## config.mk

```make
export PLATFORM = sky130hd
export DESIGN_NAME = emi_off_chip_memory_port
export DESIGN_NICKNAME = d
export VERILOG_FILES = /design/src/pkg/emi_pkg.sv /design/src/rtl/emi_off_chip_memory_port.sv /design/src/rtl/emi_sync.sv
export VERILOG_INCLUDE_DIRS = /design/src /design/src/pkg
export SDC_FILE = /design/constraint.sdc
export NUM_CORES = 1
export LEC_CHECK = 0
export BUFFER_PORTS_ARGS = -buffer_cell sky130_fd_sc_hd__buf_2
export CORE_UTILIZATION = 50
export CTS_CLUSTER_DIAMETER = 60
export CTS_CLUSTER_SIZE = 28
export DETAILED_ROUTE_END_ITERATION = 10
export PLACE_DENSITY = 0.77
export SETUP_SLACK_MARGIN = 0.4
export SYNTH_ARGS = -nofsm -noshare
export SYNTH_HDL_FRONTEND = slang
export SYNTH_SLANG_ARGS = --single-unit
export TNS_END_PERCENT = 50
```

## constraint.sdc

```tcl
create_clock -name pclk -period 2.03 [get_ports pclk]
set_input_delay 0.406 -clock pclk [delete_from_list [all_inputs] [get_ports pclk]]
set_output_delay 0.406 -clock pclk [all_outputs]
set_load 0.02 [all_outputs]
```

## src/pkg/emi_defines.svh

```systemverilog
// Register offsets, field positions, reset values and timing counts of the memory port.
`ifndef EMI_DEFINES_SVH
`define EMI_DEFINES_SVH
`define EMI_OFS_PAGE 8'h00
`define EMI_OFS_TIM 8'h04
`define EMI_OFS_MODE 8'h08
`define EMI_OFS_STAT 8'h0c
`define EMI_GRP_LATCH 2'h1
`define EMI_GRP_PMODE 2'h2
`define EMI_GRP_PIN 2'h3
`define EMI_TIM_SETUP 7:6
`define EMI_TIM_PULSE 5:2
`define EMI_TIM_HOLD 1:0
`define EMI_MODE_NONMUX 6
`define EMI_MODE_SEL 5:4
`define EMI_MODE_ALEH 3:2
`define EMI_MODE_ALEL 1:0
`define EMI_PAGE_RESET 8'h00
`define EMI_TIM_RESET 8'hff
`define EMI_MODE_RESET 8'h0f
`define EMI_LATCH_RESET 8'hff
`define EMI_PMODE_RESET 8'h00
`define EMI_OVH_CYC 5'd4
`define EMI_PIN_ALE 3
`define EMI_PIN_RD 6
`define EMI_PIN_WR 7
`endif

```

## src/pkg/emi_pkg.sv

```systemverilog
// Types shared by the memory port design.
`default_nettype none
package emi_pkg;
	typedef enum logic [2:0] {
		EMI_IDLE,
		EMI_SETUP,
		EMI_ALE_HI,
		EMI_ALE_LO,
		EMI_STROBE,
		EMI_HOLD,
		EMI_OVH
	} emi_state_t;
	typedef enum logic [1:0] {
		EMI_INT_ONLY,
		EMI_SPLIT_NOBANK,
		EMI_SPLIT_BANK,
		EMI_EXT_ONLY
	} emi_mode_t;
endpackage
`default_nettype wire

```

## src/rtl/emi_off_chip_memory_port.sv

```systemverilog
// Off-chip memory port: APB registers, external move sequencer and port pin ownership.
// Summary of operation
// Address comes from data pointer, or page register high byte plus low byte.
// On-chip hits finish at once, ignoring the timing settings.
// Off-chip access length follows the timing register.
// Port pins are claimed only while an off-chip move runs.
// After an off-chip move all pins return to the port latches.
// Pins acting as inputs have their drivers off during the move.
// Output drive comes from software-set pin modes, never enabled by the port.
// Pins under latch control keep the mode given by the mode registers.
// Multiplexed: AD on port 4, high address on port 3, strobes on port 1.
// Non-multiplexed: data port 4, low address port 3, high address port 2.
// Multiplexed and plain layouts; four memory modes selectable.
// Latch strobe, setup, hold and strobe widths each configurable.
// Software sets pin modes, parks latches high, picks mode, then timing.
// Software keeps other signals off the port pins and skips the strobes.
// Latch strobe high while low address is on the shared lines.
// Off-chip access takes programmed timing plus four clocks.
// Split modes: below on-chip boundary goes on-chip, above goes off-chip.
// Access runs setup, latch strobe, read or write strobe, hold phases.
//
// Chosen here: the placing of the registers and register access over APB.
`timescale 1ns/1ps
`default_nettype none
`include "emi_defines.svh"
module emi_off_chip_memory_port #(
	parameter logic [16:0] ONCHIP_SIZE = 17'h00800
) (
	input wire logic pclk,
	input wire logic presetn,
	input wire logic psel,
	input wire logic penable,
	input wire logic pwrite,
	input wire logic [7:0] paddr,
	input wire logic [31:0] pwdata,
	output logic [31:0] prdata,
	output logic pready,
	output logic pslverr,
	input wire logic mov_req,
	input wire logic mov_write,
	input wire logic mov_wide,
	input wire logic [15:0] data_pointer,
	input wire logic [7:0] mov_lo,
	input wire logic [7:0] mov_wdata,
	output logic mov_done,
	output logic mov_onchip,
	output logic [7:0] mov_rdata,
	output logic [15:0] mov_addr,
	input wire logic [7:0] p1_in,
	output logic [7:0] p1_out,
	output logic [7:0] p1_oe,
	input wire logic [7:0] p2_in,
	output logic [7:0] p2_out,
	output logic [7:0] p2_oe,
	input wire logic [7:0] p3_in,
	output logic [7:0] p3_out,
	output logic [7:0] p3_oe,
	input wire logic [7:0] p4_in,
	output logic [7:0] p4_out,
	output logic [7:0] p4_oe
);
	logic [7:0] page_q;
	logic [7:0] tim_q;
	logic [7:0] mode_q;
	logic [7:0] latch_q [4];
	logic [7:0] pmode_q [4];
	logic [31:0] pin_s;
	logic [31:0] prdata_q;
	logic pready_q;
	logic pslverr_q;
	emi_pkg::emi_state_t st_q;
	emi_pkg::emi_state_t st_d;
	logic [4:0] cnt_q;
	logic [4:0] cnt_d;
	logic wr_q;
	logic hi_q;
	logic mux_q;
	logic [15:0] addr_q;
	logic [7:0] wdata_q;
	logic [7:0] rdata_q;
	logic done_q;
	logic onchip_q;
	logic [2:0] cap_q;
	logic [7:0] out_d [4];
	logic [7:0] oe_d [4];
	logic [7:0] out_q [4];
	logic [7:0] oe_q [4];
	logic [15:0] ea;
	logic off;
	logic [15:0] eff;
	emi_pkg::emi_mode_t msel;
	logic apb_acc;
	logic bad_addr;
	logic [31:0] rd_word;
	logic [5:0] busy_cyc_q;
	logic [5:0] exp_q;

	emi_sync #(.W(32)) u_pin_sync (
		.clk(pclk),
		.rst_n(presetn),
		.din({p4_in, p3_in, p2_in, p1_in}),
		.dout(pin_s)
	);

	// Register writes happen on the second access cycle, the edge where pready is seen; read data is taken one edge earlier.
	assign apb_acc = psel & penable;
	assign bad_addr = (paddr[1:0] != 2'h0) || (paddr[7:6] != 2'h0);

	always_comb begin
		rd_word = 32'h0000_0000;
		case (paddr[5:4])
			`EMI_GRP_LATCH: rd_word = {24'h00_0000, latch_q[paddr[3:2]]};
			`EMI_GRP_PMODE: rd_word = {24'h00_0000, pmode_q[paddr[3:2]]};
			`EMI_GRP_PIN: rd_word = {24'h00_0000, pin_s[{paddr[3:2], 3'h0} +: 8]};
			default: begin
				case ({2'h0, paddr[5:0]})
					`EMI_OFS_PAGE: rd_word = {24'h00_0000, page_q};
					`EMI_OFS_TIM: rd_word = {24'h00_0000, tim_q};
					`EMI_OFS_MODE: rd_word = {24'h00_0000, mode_q};
					default: rd_word = {23'h00_0000, st_q != emi_pkg::EMI_IDLE, rdata_q};
				endcase
			end
		endcase
	end

	always_ff @(posedge pclk or negedge presetn) begin
		if (!presetn) begin
			pready_q <= 1'b0;
			pslverr_q <= 1'b0;
			prdata_q <= 32'h0000_0000;
		end else begin
			pready_q <= apb_acc & ~pready_q;
			pslverr_q <= apb_acc & ~pready_q & bad_addr;
			prdata_q <= (apb_acc & ~pready_q & ~pwrite & ~bad_addr) ? rd_word : 32'h0000_0000;
		end
	end

	// Writes to a pin-read address change nothing; status is read only.
	always_ff @(posedge pclk or negedge presetn) begin
		if (!presetn) begin
			page_q <= `EMI_PAGE_RESET;
			tim_q <= `EMI_TIM_RESET;
			mode_q <= `EMI_MODE_RESET;
			for (int i = 0; i < 4; i++) begin
				latch_q[i] <= `EMI_LATCH_RESET;
				pmode_q[i] <= `EMI_PMODE_RESET;
			end
		end else if (apb_acc && pready_q && pwrite && !bad_addr) begin
			case (paddr[5:4])
				`EMI_GRP_LATCH: latch_q[paddr[3:2]] <= pwdata[7:0];
				`EMI_GRP_PMODE: pmode_q[paddr[3:2]] <= pwdata[7:0];
				`EMI_GRP_PIN: ;
				default: begin
					case ({2'h0, paddr[5:0]})
						`EMI_OFS_PAGE: page_q <= pwdata[7:0];
						`EMI_OFS_TIM: tim_q <= pwdata[7:0];
						`EMI_OFS_MODE: mode_q <= pwdata[7:0];
						default: ;
					endcase
				end
			endcase
		end
	end

	assign msel = emi_pkg::emi_mode_t'(mode_q[`EMI_MODE_SEL]);
	assign ea = mov_wide ? data_pointer : {page_q, mov_lo};

	always_comb begin
		case (msel)
			emi_pkg::EMI_INT_ONLY: off = 1'b0;
			emi_pkg::EMI_EXT_ONLY: off = 1'b1;
			default: off = {1'b0, ea} >= ONCHIP_SIZE;
		endcase
		// On-chip only mode wraps every address into the on-chip space.
		eff = off ? ea : ea & 16'((ONCHIP_SIZE - 17'h00001));
	end

	// Phase sequencer; zero-length setup and hold are skipped entirely.
	always_comb begin
		st_d = st_q;
		cnt_d = cnt_q;
		case (st_q)
			emi_pkg::EMI_IDLE: begin
				if (mov_req && off) begin
					if (tim_q[`EMI_TIM_SETUP] != 2'h0) begin
						st_d = emi_pkg::EMI_SETUP;
						cnt_d = {3'h0, tim_q[`EMI_TIM_SETUP]} - 5'd1;
					end else if (!mode_q[`EMI_MODE_NONMUX]) begin
						st_d = emi_pkg::EMI_ALE_HI;
						cnt_d = {3'h0, mode_q[`EMI_MODE_ALEH]};
					end else begin
						st_d = emi_pkg::EMI_STROBE;
						cnt_d = {1'b0, tim_q[`EMI_TIM_PULSE]};
					end
				end
			end
			emi_pkg::EMI_SETUP: begin
				if (cnt_q != 5'd0) begin
					cnt_d = cnt_q - 5'd1;
				end else if (mux_q) begin
					st_d = emi_pkg::EMI_ALE_HI;
					cnt_d = {3'h0, mode_q[`EMI_MODE_ALEH]};
				end else begin
					st_d = emi_pkg::EMI_STROBE;
					cnt_d = {1'b0, tim_q[`EMI_TIM_PULSE]};
				end
			end
			emi_pkg::EMI_ALE_HI: begin
				if (cnt_q != 5'd0) begin
					cnt_d = cnt_q - 5'd1;
				end else begin
					st_d = emi_pkg::EMI_ALE_LO;
					cnt_d = {3'h0, mode_q[`EMI_MODE_ALEL]};
				end
			end
			emi_pkg::EMI_ALE_LO: begin
				if (cnt_q != 5'd0) begin
					cnt_d = cnt_q - 5'd1;
				end else begin
					st_d = emi_pkg::EMI_STROBE;
					cnt_d = {1'b0, tim_q[`EMI_TIM_PULSE]};
				end
			end
			emi_pkg::EMI_STROBE: begin
				if (cnt_q != 5'd0) begin
					cnt_d = cnt_q - 5'd1;
				end else if (tim_q[`EMI_TIM_HOLD] != 2'h0) begin
					st_d = emi_pkg::EMI_HOLD;
					cnt_d = {3'h0, tim_q[`EMI_TIM_HOLD]} - 5'd1;
				end else begin
					st_d = emi_pkg::EMI_OVH;
					cnt_d = `EMI_OVH_CYC - 5'd1;
				end
			end
			emi_pkg::EMI_HOLD: begin
				if (cnt_q != 5'd0) begin
					cnt_d = cnt_q - 5'd1;
				end else begin
					st_d = emi_pkg::EMI_OVH;
					cnt_d = `EMI_OVH_CYC - 5'd1;
				end
			end
			emi_pkg::EMI_OVH: begin
				if (cnt_q != 5'd0) begin
					cnt_d = cnt_q - 5'd1;
				end else begin
					st_d = emi_pkg::EMI_IDLE;
				end
			end
			default: st_d = emi_pkg::EMI_IDLE;
		endcase
	end

	always_ff @(posedge pclk or negedge presetn) begin
		if (!presetn) begin
			st_q <= emi_pkg::EMI_IDLE;
			cnt_q <= 5'd0;
		end else begin
			st_q <= st_d;
			cnt_q <= cnt_d;
		end
	end

	// Access parameters are frozen at the start so a move sees one consistent layout.
	always_ff @(posedge pclk or negedge presetn) begin
		if (!presetn) begin
			wr_q <= 1'b0;
			hi_q <= 1'b0;
			mux_q <= 1'b0;
			addr_q <= 16'h0000;
			wdata_q <= 8'h00;
		end else if (st_q == emi_pkg::EMI_IDLE && mov_req) begin
			wr_q <= mov_write;
			hi_q <= mov_wide || msel == emi_pkg::EMI_SPLIT_BANK;
			mux_q <= !mode_q[`EMI_MODE_NONMUX];
			addr_q <= eff;
			wdata_q <= mov_wdata;
		end
	end

	// Read data is taken three cycles after the last strobe cycle: one for the pin
	// register and two for the synchroniser, so it matches the pin during the strobe.
	always_ff @(posedge pclk or negedge presetn) begin
		if (!presetn) begin
			cap_q <= 3'h0;
			rdata_q <= 8'h00;
			done_q <= 1'b0;
			onchip_q <= 1'b0;
		end else begin
			cap_q <= {cap_q[1:0], st_q == emi_pkg::EMI_STROBE && cnt_q == 5'd0 && !wr_q};
			if (cap_q[2]) begin
				rdata_q <= pin_s[31:24];
			end
			done_q <= (st_q == emi_pkg::EMI_IDLE && mov_req && !off) ||
				(st_q == emi_pkg::EMI_OVH && cnt_q == 5'd0);
			onchip_q <= st_q == emi_pkg::EMI_IDLE && mov_req && !off;
		end
	end

	assign mov_done = done_q;
	assign mov_onchip = onchip_q;
	assign mov_rdata = rdata_q;
	assign mov_addr = addr_q;

	// Pin values and drivers; the port never turns on a driver the mode registers keep off.
	always_comb begin
		logic [7:0] inmask [4];
		logic addr_phase;
		addr_phase = st_q == emi_pkg::EMI_SETUP || st_q == emi_pkg::EMI_ALE_HI ||
			st_q == emi_pkg::EMI_ALE_LO;
		for (int i = 0; i < 4; i++) begin
			out_d[i] = latch_q[i];
			inmask[i] = 8'h00;
		end
		if (st_q != emi_pkg::EMI_IDLE) begin
			out_d[0][`EMI_PIN_RD] = !(st_q == emi_pkg::EMI_STROBE && !wr_q);
			out_d[0][`EMI_PIN_WR] = !(st_q == emi_pkg::EMI_STROBE && wr_q);
			if (mux_q) begin
				out_d[0][`EMI_PIN_ALE] = st_q == emi_pkg::EMI_ALE_HI;
				out_d[3] = addr_phase ? addr_q[7:0] : wdata_q;
				inmask[3] = (!wr_q && !addr_phase) ? 8'hff : 8'h00;
				if (hi_q) begin
					out_d[2] = addr_q[15:8];
				end
			end else begin
				out_d[3] = wdata_q;
				inmask[3] = wr_q ? 8'h00 : 8'hff;
				out_d[2] = addr_q[7:0];
				if (hi_q) begin
					out_d[1] = addr_q[15:8];
				end
			end
		end
		for (int i = 0; i < 4; i++) begin
			oe_d[i] = ~inmask[i] & (pmode_q[i] | ~out_d[i]);
		end
	end

	always_ff @(posedge pclk or negedge presetn) begin
		if (!presetn) begin
			for (int i = 0; i < 4; i++) begin
				out_q[i] <= `EMI_LATCH_RESET;
				oe_q[i] <= 8'h00;
			end
		end else begin
			for (int i = 0; i < 4; i++) begin
				out_q[i] <= out_d[i];
				oe_q[i] <= oe_d[i];
			end
		end
	end

	assign p1_out = out_q[0];
	assign p1_oe = oe_q[0];
	assign p2_out = out_q[1];
	assign p2_oe = oe_q[1];
	assign p3_out = out_q[2];
	assign p3_oe = oe_q[2];
	assign p4_out = out_q[3];
	assign p4_oe = oe_q[3];
	assign prdata = prdata_q;
	assign pready = pready_q;
	assign pslverr = pslverr_q;

	// Cycle count of each off-chip access against the programmed figure.
	always_ff @(posedge pclk or negedge presetn) begin
		if (!presetn) begin
			busy_cyc_q <= 6'd0;
			exp_q <= 6'd0;
		end else if (st_q == emi_pkg::EMI_IDLE) begin
			busy_cyc_q <= 6'd0;
			exp_q <= {4'h0, tim_q[`EMI_TIM_SETUP]} + {2'h0, tim_q[`EMI_TIM_PULSE]} + 6'd1 +
				{4'h0, tim_q[`EMI_TIM_HOLD]} + 6'd4 + (mode_q[`EMI_MODE_NONMUX] ? 6'd0 :
				{4'h0, mode_q[`EMI_MODE_ALEH]} + {4'h0, mode_q[`EMI_MODE_ALEL]} + 6'd2);
		end else begin
			busy_cyc_q <= busy_cyc_q + 6'd1;
		end
	end

	a_total_time: assert property (@(posedge pclk) disable iff (!presetn)
		mov_done && !mov_onchip |-> busy_cyc_q == exp_q)
		else $error("off-chip access length differs from programmed timing");
	a_onchip_fast: assert property (@(posedge pclk) disable iff (!presetn)
		st_q == emi_pkg::EMI_IDLE && mov_req && !off |=> mov_done && mov_onchip)
		else $error("on-chip move not finished in one cycle");
	a_addr_form: assert property (@(posedge pclk) disable iff (!presetn)
		st_q == emi_pkg::EMI_IDLE && mov_req && off |=>
		mov_addr == $past(mov_wide ? data_pointer : {page_q, mov_lo}))
		else $error("off-chip address not formed from pointer or page");
	a_split_route: assert property (@(posedge pclk) disable iff (!presetn)
		st_q == emi_pkg::EMI_IDLE && mov_req && msel == emi_pkg::EMI_SPLIT_BANK &&
		{1'b0, ea} < ONCHIP_SIZE |=> mov_onchip)
		else $error("split mode low address not routed on-chip");
	a_pins_release: assert property (@(posedge pclk) disable iff (!presetn)
		mov_done ##1 st_q == emi_pkg::EMI_IDLE |=> p3_out == $past(latch_q[2]) &&
		p1_out == $past(latch_q[0]))
		else $error("pins not handed back to latches after move");
	a_read_oe_off: assert property (@(posedge pclk) disable iff (!presetn)
		st_q == emi_pkg::EMI_STROBE && !wr_q |=> p4_oe == 8'h00)
		else $error("data driver on during read strobe");
	a_ale_high: assert property (@(posedge pclk) disable iff (!presetn)
		st_q == emi_pkg::EMI_ALE_HI |=> p1_out[`EMI_PIN_ALE] && p4_out == $past(addr_q[7:0]))
		else $error("latch strobe low or address missing in latch phase");
	a_strobe_pin: assert property (@(posedge pclk) disable iff (!presetn)
		st_q == emi_pkg::EMI_STROBE |=> p1_out[`EMI_PIN_RD] == $past(wr_q) &&
		p1_out[`EMI_PIN_WR] == !$past(wr_q))
		else $error("read or write strobe wrong during strobe phase");
	a_idle_mode: assert property (@(posedge pclk) disable iff (!presetn)
		st_q == emi_pkg::EMI_IDLE |=> p2_oe == $past(pmode_q[1] | ~latch_q[1]))
		else $error("latch-controlled pin mode not from mode register");
endmodule
`default_nettype wire

```

## src/rtl/emi_sync.sv

```systemverilog
// Two-stage synchroniser for pin inputs.
`timescale 1ns/1ps
`default_nettype none
module emi_sync #(
	parameter int W = 8
) (
	input wire logic clk,
	input wire logic rst_n,
	input wire logic [W-1:0] din,
	output logic [W-1:0] dout
);
	logic [W-1:0] meta_q;
	always_ff @(posedge clk or negedge rst_n) begin
		if (!rst_n) begin
			meta_q <= '0;
			dout <= '0;
		end else begin
			meta_q <= din;
			dout <= meta_q;
		end
	end
endmodule
`default_nettype wire

```

==> flow_summary.toml, run 1 <==
[drt]
drc = 0
wl_um = 32400
vias = 8334
drt.antenna.violating_nets = 0
dr.first_iter.drc_count = 594
drt_pass1_iterations = 5
post_drt_wl_per_cell_um = 22.3
via_per_inst = 5.76

[grt]
grt_antenna_before_repair = 1
overflow = 0
track_usage_pct = 26.8
grt_use_met3_pct = 3.19
grt_start_max_net_pins = 69
grt.met1_usage_pct = 34.8
gr-usage-met2_pct = 46.4
grt_pass1_wl_um = 48500
grt_busiest_layer = "met2"
grt_pass1_vias = 8522

[die]
die_h_um = 154
die-area_mm2 = 0.0238
core_area_mm2 = 0.0227
start_util_pct = 51.1
fp.dieW_um = 154
rows = 55
ioPinCount = 236

[cells_and_area]
multiInputGateArea_mm2 = 0.00488
syn2layout_area_growth_pct = 32.8
num-nets-final = 1265
design_area_mm2 = 0.0154
drive_gt1_share_pct = 53.3
layout.cells.non_filler = 1448
ff_latch_area_mm2 = 0.00698
fill_cells = 1540

[setup_path]
r2r-start = "cnt_q[0]"
crit_path_end_kind = "flop"
critPathRequiredTime_ns = 2.45
critical_path.top_delay_family = "simple AND/OR/NAND/NOR gates"
r2r_setup_slack_ns = 0.02
path_buf_inv = 2
slowest_stage = "or4b_4"
worstReg2RegEnd = "cnt_q[2]"
cp-start-kind = "flop"
worstSetupStartpoint = "cnt_q[0]"
cp_slowest_stage_delay_ns = 0.49
cp.arrival_ns = 2.42
rr_worst_depth = 7
critPathMaxFanout = 5
crit_chain = "inv_2 > ha_4 > or4b_4 > buf_8 > a211oi_1 > nor3_1 > a221o_1"
worstSetupEndpoint = "cnt_q[2]"
crit_cells = 7
critical_path_class = "reg -> reg"

[synth]
synth_cells = 858
synth-seq-cells = 275
synth_edf_count = 0
synth_area_mm2 = 0.0116
synth.distinct_cells = 61
ys_top_cells_by_area = "dfrtp_1, dfstp_2, mux2_2"
ys.flop_type = "dfrtp_1"
synth-seq-area-share_pct = 60.2
yosysMostFrequentCell = "dfrtp_1"
synth_commonest_cells = "dfrtp_1, mux2_2, dfstp_2"
async_flop_share_pct = 100
synth_top_area_share_pct = 42.9
yosysTopAreaCell = "dfrtp_1"
synth_warnings = 0
syn_area_per_cell_um2 = 13.5

[sta]
fin_crit_sh_pct = 98.8
rsz0062_at_grt = "true"
min_period_ns = 2.01
tightestPinTransition_ns = 0.462
fmax_ghz = 0.499
finalMaxSlewViolations = 0
max-slew-margin-rel_pct = 68.4
finalSetupTns_ns = 0
whs_ns = 0.0919
setup_violations = 0
finClkSkew_ns = 0.0289
hold_viol_final = 0

[power_and_ir_drop]
power.share.clock_pct = 25.8
switching_share_pct = 35.7
p_per_area_mw_per_mm2 = 1110
leakage_nw = 7.00
power.ir.vdd_worst_mv = 1.14
seqPwrFrac_pct = 40.3
combPwrFrac_pct = 33.9
power.switching_mw = 6.12
p_int_mw = 11.0

[placed_design]
placed_cells = 1355
hpwl_um = 21800
dpl-instance-area_mm2 = 0.0136
gp_congestion = 0.891
io_buffers = 188

[clock_network]
root_buffer = "clkbuf_16"
cts_max_path_buffers = 3
clk_latency_ns = 0.54
clock-sinks = 275
clk_pin_slew_ns = 0.09
cts-htree-levels = 1
cts_buffers = 20
cts_tree = "built"

[hold_path]
hp-class = "in -> reg"
min_path_cells = 2

[status]
status = "complete, no violations"

[job]
cap_viol_max_count = 0
-- routing by layer --
layer | vias to the layer above | wire [um]
li1 | 3604 | -
met1 | 4307 | 12900
met2 | 350 | 16800
met3 | 73 | 1550
met4 | 0 | 1110
met5 | - | 0
-- power groups by stage --
stage               registers [mW]  logic [mW]  clock network (mW)
detailed placement            6.96        4.82                   0
global route                  6.98        6.16                4.65
floorplan                     7.50        2.39                   0
CTS                           6.89        5.48                4.47
finish                        6.91        5.80                4.42
global placement              6.96        4.75                   0
-- flip-flops by register name, summed over array words and instances (netlist names), 9 cells and up --
name,cells
u_pin_sync.dout,32
latch_q,32
prdata,9
u_pin_sync.meta_q,32
mov_addr,16
pmode_q,32
-- worst register-to-register path: stages (launching register included) --
cell,delay (ns)
dfrtp_1,0.41
inv_2,0.09
ha_4,0.14
or4b_4,0.49
buf_8,0.17
a211oi_1,0.26
nor3_1,0.08
a221o_1,0.26
-- cell families (layout without fill, tap and decap cells) --
family	count (synthesis)	after routing	share of synthesized area [%]
xor+xnor	1	1	0.0755
simple gates	163	163	8.09
compound gates	137	137	7.51
mux	181	181	19.5
fa+ha+maj	6	6	0.626
flops	275	275	60.2
buf+inv	94	376	3.98
other cells	1	24	0.0323
-- layout by cell type, fill, tap and decap left out, types with 33 or more instances in the layout --
| master | instances |
|---|---|
| buf_2 | 188 |
| buf_4 | 62 |
| dfrtp_1 | 196 |
| dfstp_2 | 76 |
| dlygate4sd3_1 | 33 |
| mux2_2 | 40 |
| mux2_4 | 83 |
| mux2i_1 | 34 |
| nand2_1 | 42 |
-- what timing repair did --
| action | CTS | global route |
|---|---|---|
| cloned | 3 | 1 |
| hold buffers | 33 | 0 |
| pin swaps | 13 | 10 |
| resized for setup | 69 | 73 |
| buffers inserted | 10 | 9 |
| endpoints found under the hold margin | 64 | 0 |
| endpoints found under the setup margin | 169 | 186 |
-- layout make-up --
class | count | share of cell area (%)
Timing Repair Buffer | 321 | 15.4
Inverter | 19 | 0.463
Tap cell | 285 | 2.32
Clock buffer | 21 | 3.34
Antenna cell | 1 | 0.0163
Sequential cell | 275 | 45.3
Clock inverter | 15 | 1.44
Multi-Input combinational cell | 511 | 31.7
-- worst min-delay path by stage --
stage,start,slack (ns),end
after floorplan,presetn,0.11,cap_q[0]
after global placement,presetn,0.33,mov_onchip
after detailed placement,presetn,0.33,mov_onchip
after CTS,mov_wdata[5],0.08,wdata_q[5]
after global routing,mov_wdata[5],0.09,wdata_q[5]
final,mov_wdata[5],0.09,wdata_q[5]
-- through the flow --
stage	setup slack [ns]	util [%]	total power [mW]
6_report	0.0249	67.8	17.1
4_1_cts	0.109	66.2	16.8
3_5_place_dp	-0.253	60.0	11.8
2_1_floorplan	0.0434	-	9.88
5_1_grt	-0.0606	67.8	17.8
3_3_place_gp	-0.241	60.0	11.7
Power figures use the tool's default switching activity.
==> inputs of run 2 (changes only) <==
--- a/config.mk
+++ b/config.mk
@@ -7,11 +7,11 @@
 export NUM_CORES = 1
 export LEC_CHECK = 0
 export BUFFER_PORTS_ARGS = -buffer_cell sky130_fd_sc_hd__buf_2
-export CORE_UTILIZATION = 50
+export CORE_UTILIZATION = 55
 export CTS_CLUSTER_DIAMETER = 60
 export CTS_CLUSTER_SIZE = 28
 export DETAILED_ROUTE_END_ITERATION = 10
-export PLACE_DENSITY = 0.77
+export PLACE_DENSITY = 0.8
 export SETUP_SLACK_MARGIN = 0.4
 export SYNTH_ARGS = -nofsm -noshare
 export SYNTH_HDL_FRONTEND = slang
==> constraint.sdc (replaced) <==
create_clock -name pclk -period 2 [get_ports pclk]
set_input_delay 0.4 -clock pclk [delete_from_list [all_inputs] [get_ports pclk]]
set_output_delay 0.4 -clock pclk [all_outputs]
set_load 0.02 [all_outputs]
==> run 2 against run 1 <==
Effect of this change: the run now ends with negative setup slack left; clock power shrank 10%; global-route usage grew 4.8 points; register-to-register slack lost 0.03 ns; clock skew grew 0.028 ns; sequential power grew 3.6%; critical path depth grew 2; final cell count grew 2.8%; first-iteration DRC count grew 34%; die area shrank 9.0%; power grew 16%; design area grew 9.0%; worst setup slack lost 0.025 ns; critical path type unchanged; largest power group is now combinational logic; highest routed layer unchanged.
==> flow_summary.toml, run 2 (synthesis gave the netlist of run 1 again) <==
[setup_path]
slowest_stage = "or4b_4"
critical_path.top_delay_family = "simple AND/OR/NAND/NOR gates"
path_buf_inv = 3
critPathRequiredTime_ns = 2.37
cp-start-kind = "flop"
cp.arrival_ns = 2.37
crit_chain = "inv_2 > ha_4 > or4b_4 > buf_6 > nor2_4 > buf_6 > nor3_1 > o211ai_1 > mux2i_1"
critPathMostFrequentCell = "buf_6"
critical_path_class = "reg -> reg"
crit_path_end_kind = "flop"
cp_slowest_stage_delay_ns = 0.47
critPathMaxFanout = 5

[grt]
grt_antenna_before_repair = 1
grt_pass1_wl_um = 51500
grt_start_max_net_pins = 59
track_usage_pct = 31.5
overflow = 0
grt_pass1_vias = 8860

[die]
die_h_um = 147
start_util_pct = 56.8
core_area_mm2 = 0.0204
fp.dieW_um = 147
rows = 52
die-area_mm2 = 0.0217
ioPinCount = 236

[status]
status = "finished with violations"
violations = "negative setup slack"

[cells_and_area]
mostFrequentLayoutCell = "dfrtp_1"
final_cell_mix = "dfrtp_1, buf_2, mux2_4"
num-nets-final = 1323
fill_cells = 949
final_util_pct = 82.1
drive_gt1_share_pct = 62.1
syn2layout_area_growth_pct = 44.7

[power_and_ir_drop]
power.ir.vdd_worst_mv = 1.38
leakage_nw = 7.52
p_per_area_mw_per_mm2 = 1180

[sta]
setup_violations = 1
finClkSkew_ns = 0.0570
max-slew-margin-rel_pct = 66.6
setup_slack_ns = -0.000343
fmax_ghz = 0.500
min_period_ns = 2.00
hold_viol_final = 0
finalMaxSlewViolations = 0
tightestPinTransition_ns = 0.501
fin_crit_sh_pct = 100
rsz0062_at_grt = "true"
whs_ns = 0.101

[clock_network]
root_buffer = "clkbuf_16"
cts_tree = "built"
clk_latency_ns = 0.55
clock-sinks = 275
clk_pin_slew_ns = 0.10
cts-htree-levels = 1
cts_max_path_buffers = 3
cts_buffers = 17

[job]
cap_viol_max_count = 0

[drt]
dr.first_iter.drc_count = 797
via_per_inst = 6.30
drc = 0
drt.antenna.violating_nets = 0
wl_um = 41300
drt_pass1_iterations = 5
vias = 9372
post_drt_wl_per_cell_um = 27.7

[hold_path]
hp-class = "in -> reg"

[placed_design]
hpwl_um = 22000
gp_congestion = 0.884
io_buffers = 188
run 2: area by class of cell:
| cell class | count | area [um^2] | share of cell area, % |
|---|---|---|---|
| timing repair buffer | 382 | 3280 | 19.5 |
| antenna | 1 | 2.50 | 0.0149 |
| clock buffer | 19 | 433 | 2.58 |
| tap | 270 | 338 | 2.01 |
| sequential | 275 | 6990 | 41.7 |
| multi-input combinational | 511 | 5510 | 32.8 |
| clock inverter | 11 | 163 | 0.969 |
| inverter | 19 | 71.3 | 0.425 |
run 2: final timing paths:
kind	start	to	slack, ns	cells past startpoint
setup / recovery	cnt_q[1]	cnt_q[1]	-0.0003	9
max in group asynchronous	presetn	p4_out[4]	0.82	3
hold reg to reg	cap_q[0]	cap_q[1]	0.35	0
hold / removal	mov_wdata[1]	wdata_q[1]	0.10	2
min in group asynchronous	presetn	page_q[1]	0.39	2
setup reg to reg	cnt_q[1]	cnt_q[1]	-0.0003	9
run 2: what timing repair did:
item                                    4_1_cts  5_1_grt
pin swaps                                    36       51
resized for setup                           138      240
hold buffers                                 32        1
buffers inserted                             36       14
hold endpoints to repair                     60        1
gates cloned                                  5        6
endpoints found under the setup margin      197      215
run 2: layer usage:
metal | wire length [um] | global-route usage (%) | vias up
met5 | 0 | 0 | -
met3 | 3400 | 3.91 | 251
met1 | 14600 | 41.2 | 4711
li1 | - | - | 3715
met4 | 3430 | 16.5 | 0
met2 | 19900 | 52.1 | 695
run 2: metrics by stage:
stage,cell area [um^2],setup TNS (ns),setup WS [ns],std cells,power [mW]
detailed placement,13900,-12.39,-0.288,1363,12.5
finish,16800,-0.000343,-0.000343,1488,19.9
CTS,15700,0,0.0301,1466,17.9
floorplan,12000,0,0.0194,880,10.0
global placement,13900,-8.32,-0.225,1363,12.4
global route,16800,-0.360,-0.0442,1487,20.5
run 2: report_power, final:
group          leakage (nW)  total, mW  internal (mW)  switching [mW]
sequential             3.24       7.16           6.54           0.624
clock                 0.288       3.98           1.84            2.14
combinational          3.99       8.73           4.28            4.45
run 2: worst register-to-register path, cell delays in order, from the launching register on:
cell and delay [ns]:
dfrtp_1 0.40, inv_2 0.09, ha_4 0.13, or4b_4 0.47, buf_6 0.16, nor2_4 0.10
buf_6 0.10, nor3_1 0.04, o211ai_1 0.27, mux2i_1 0.12
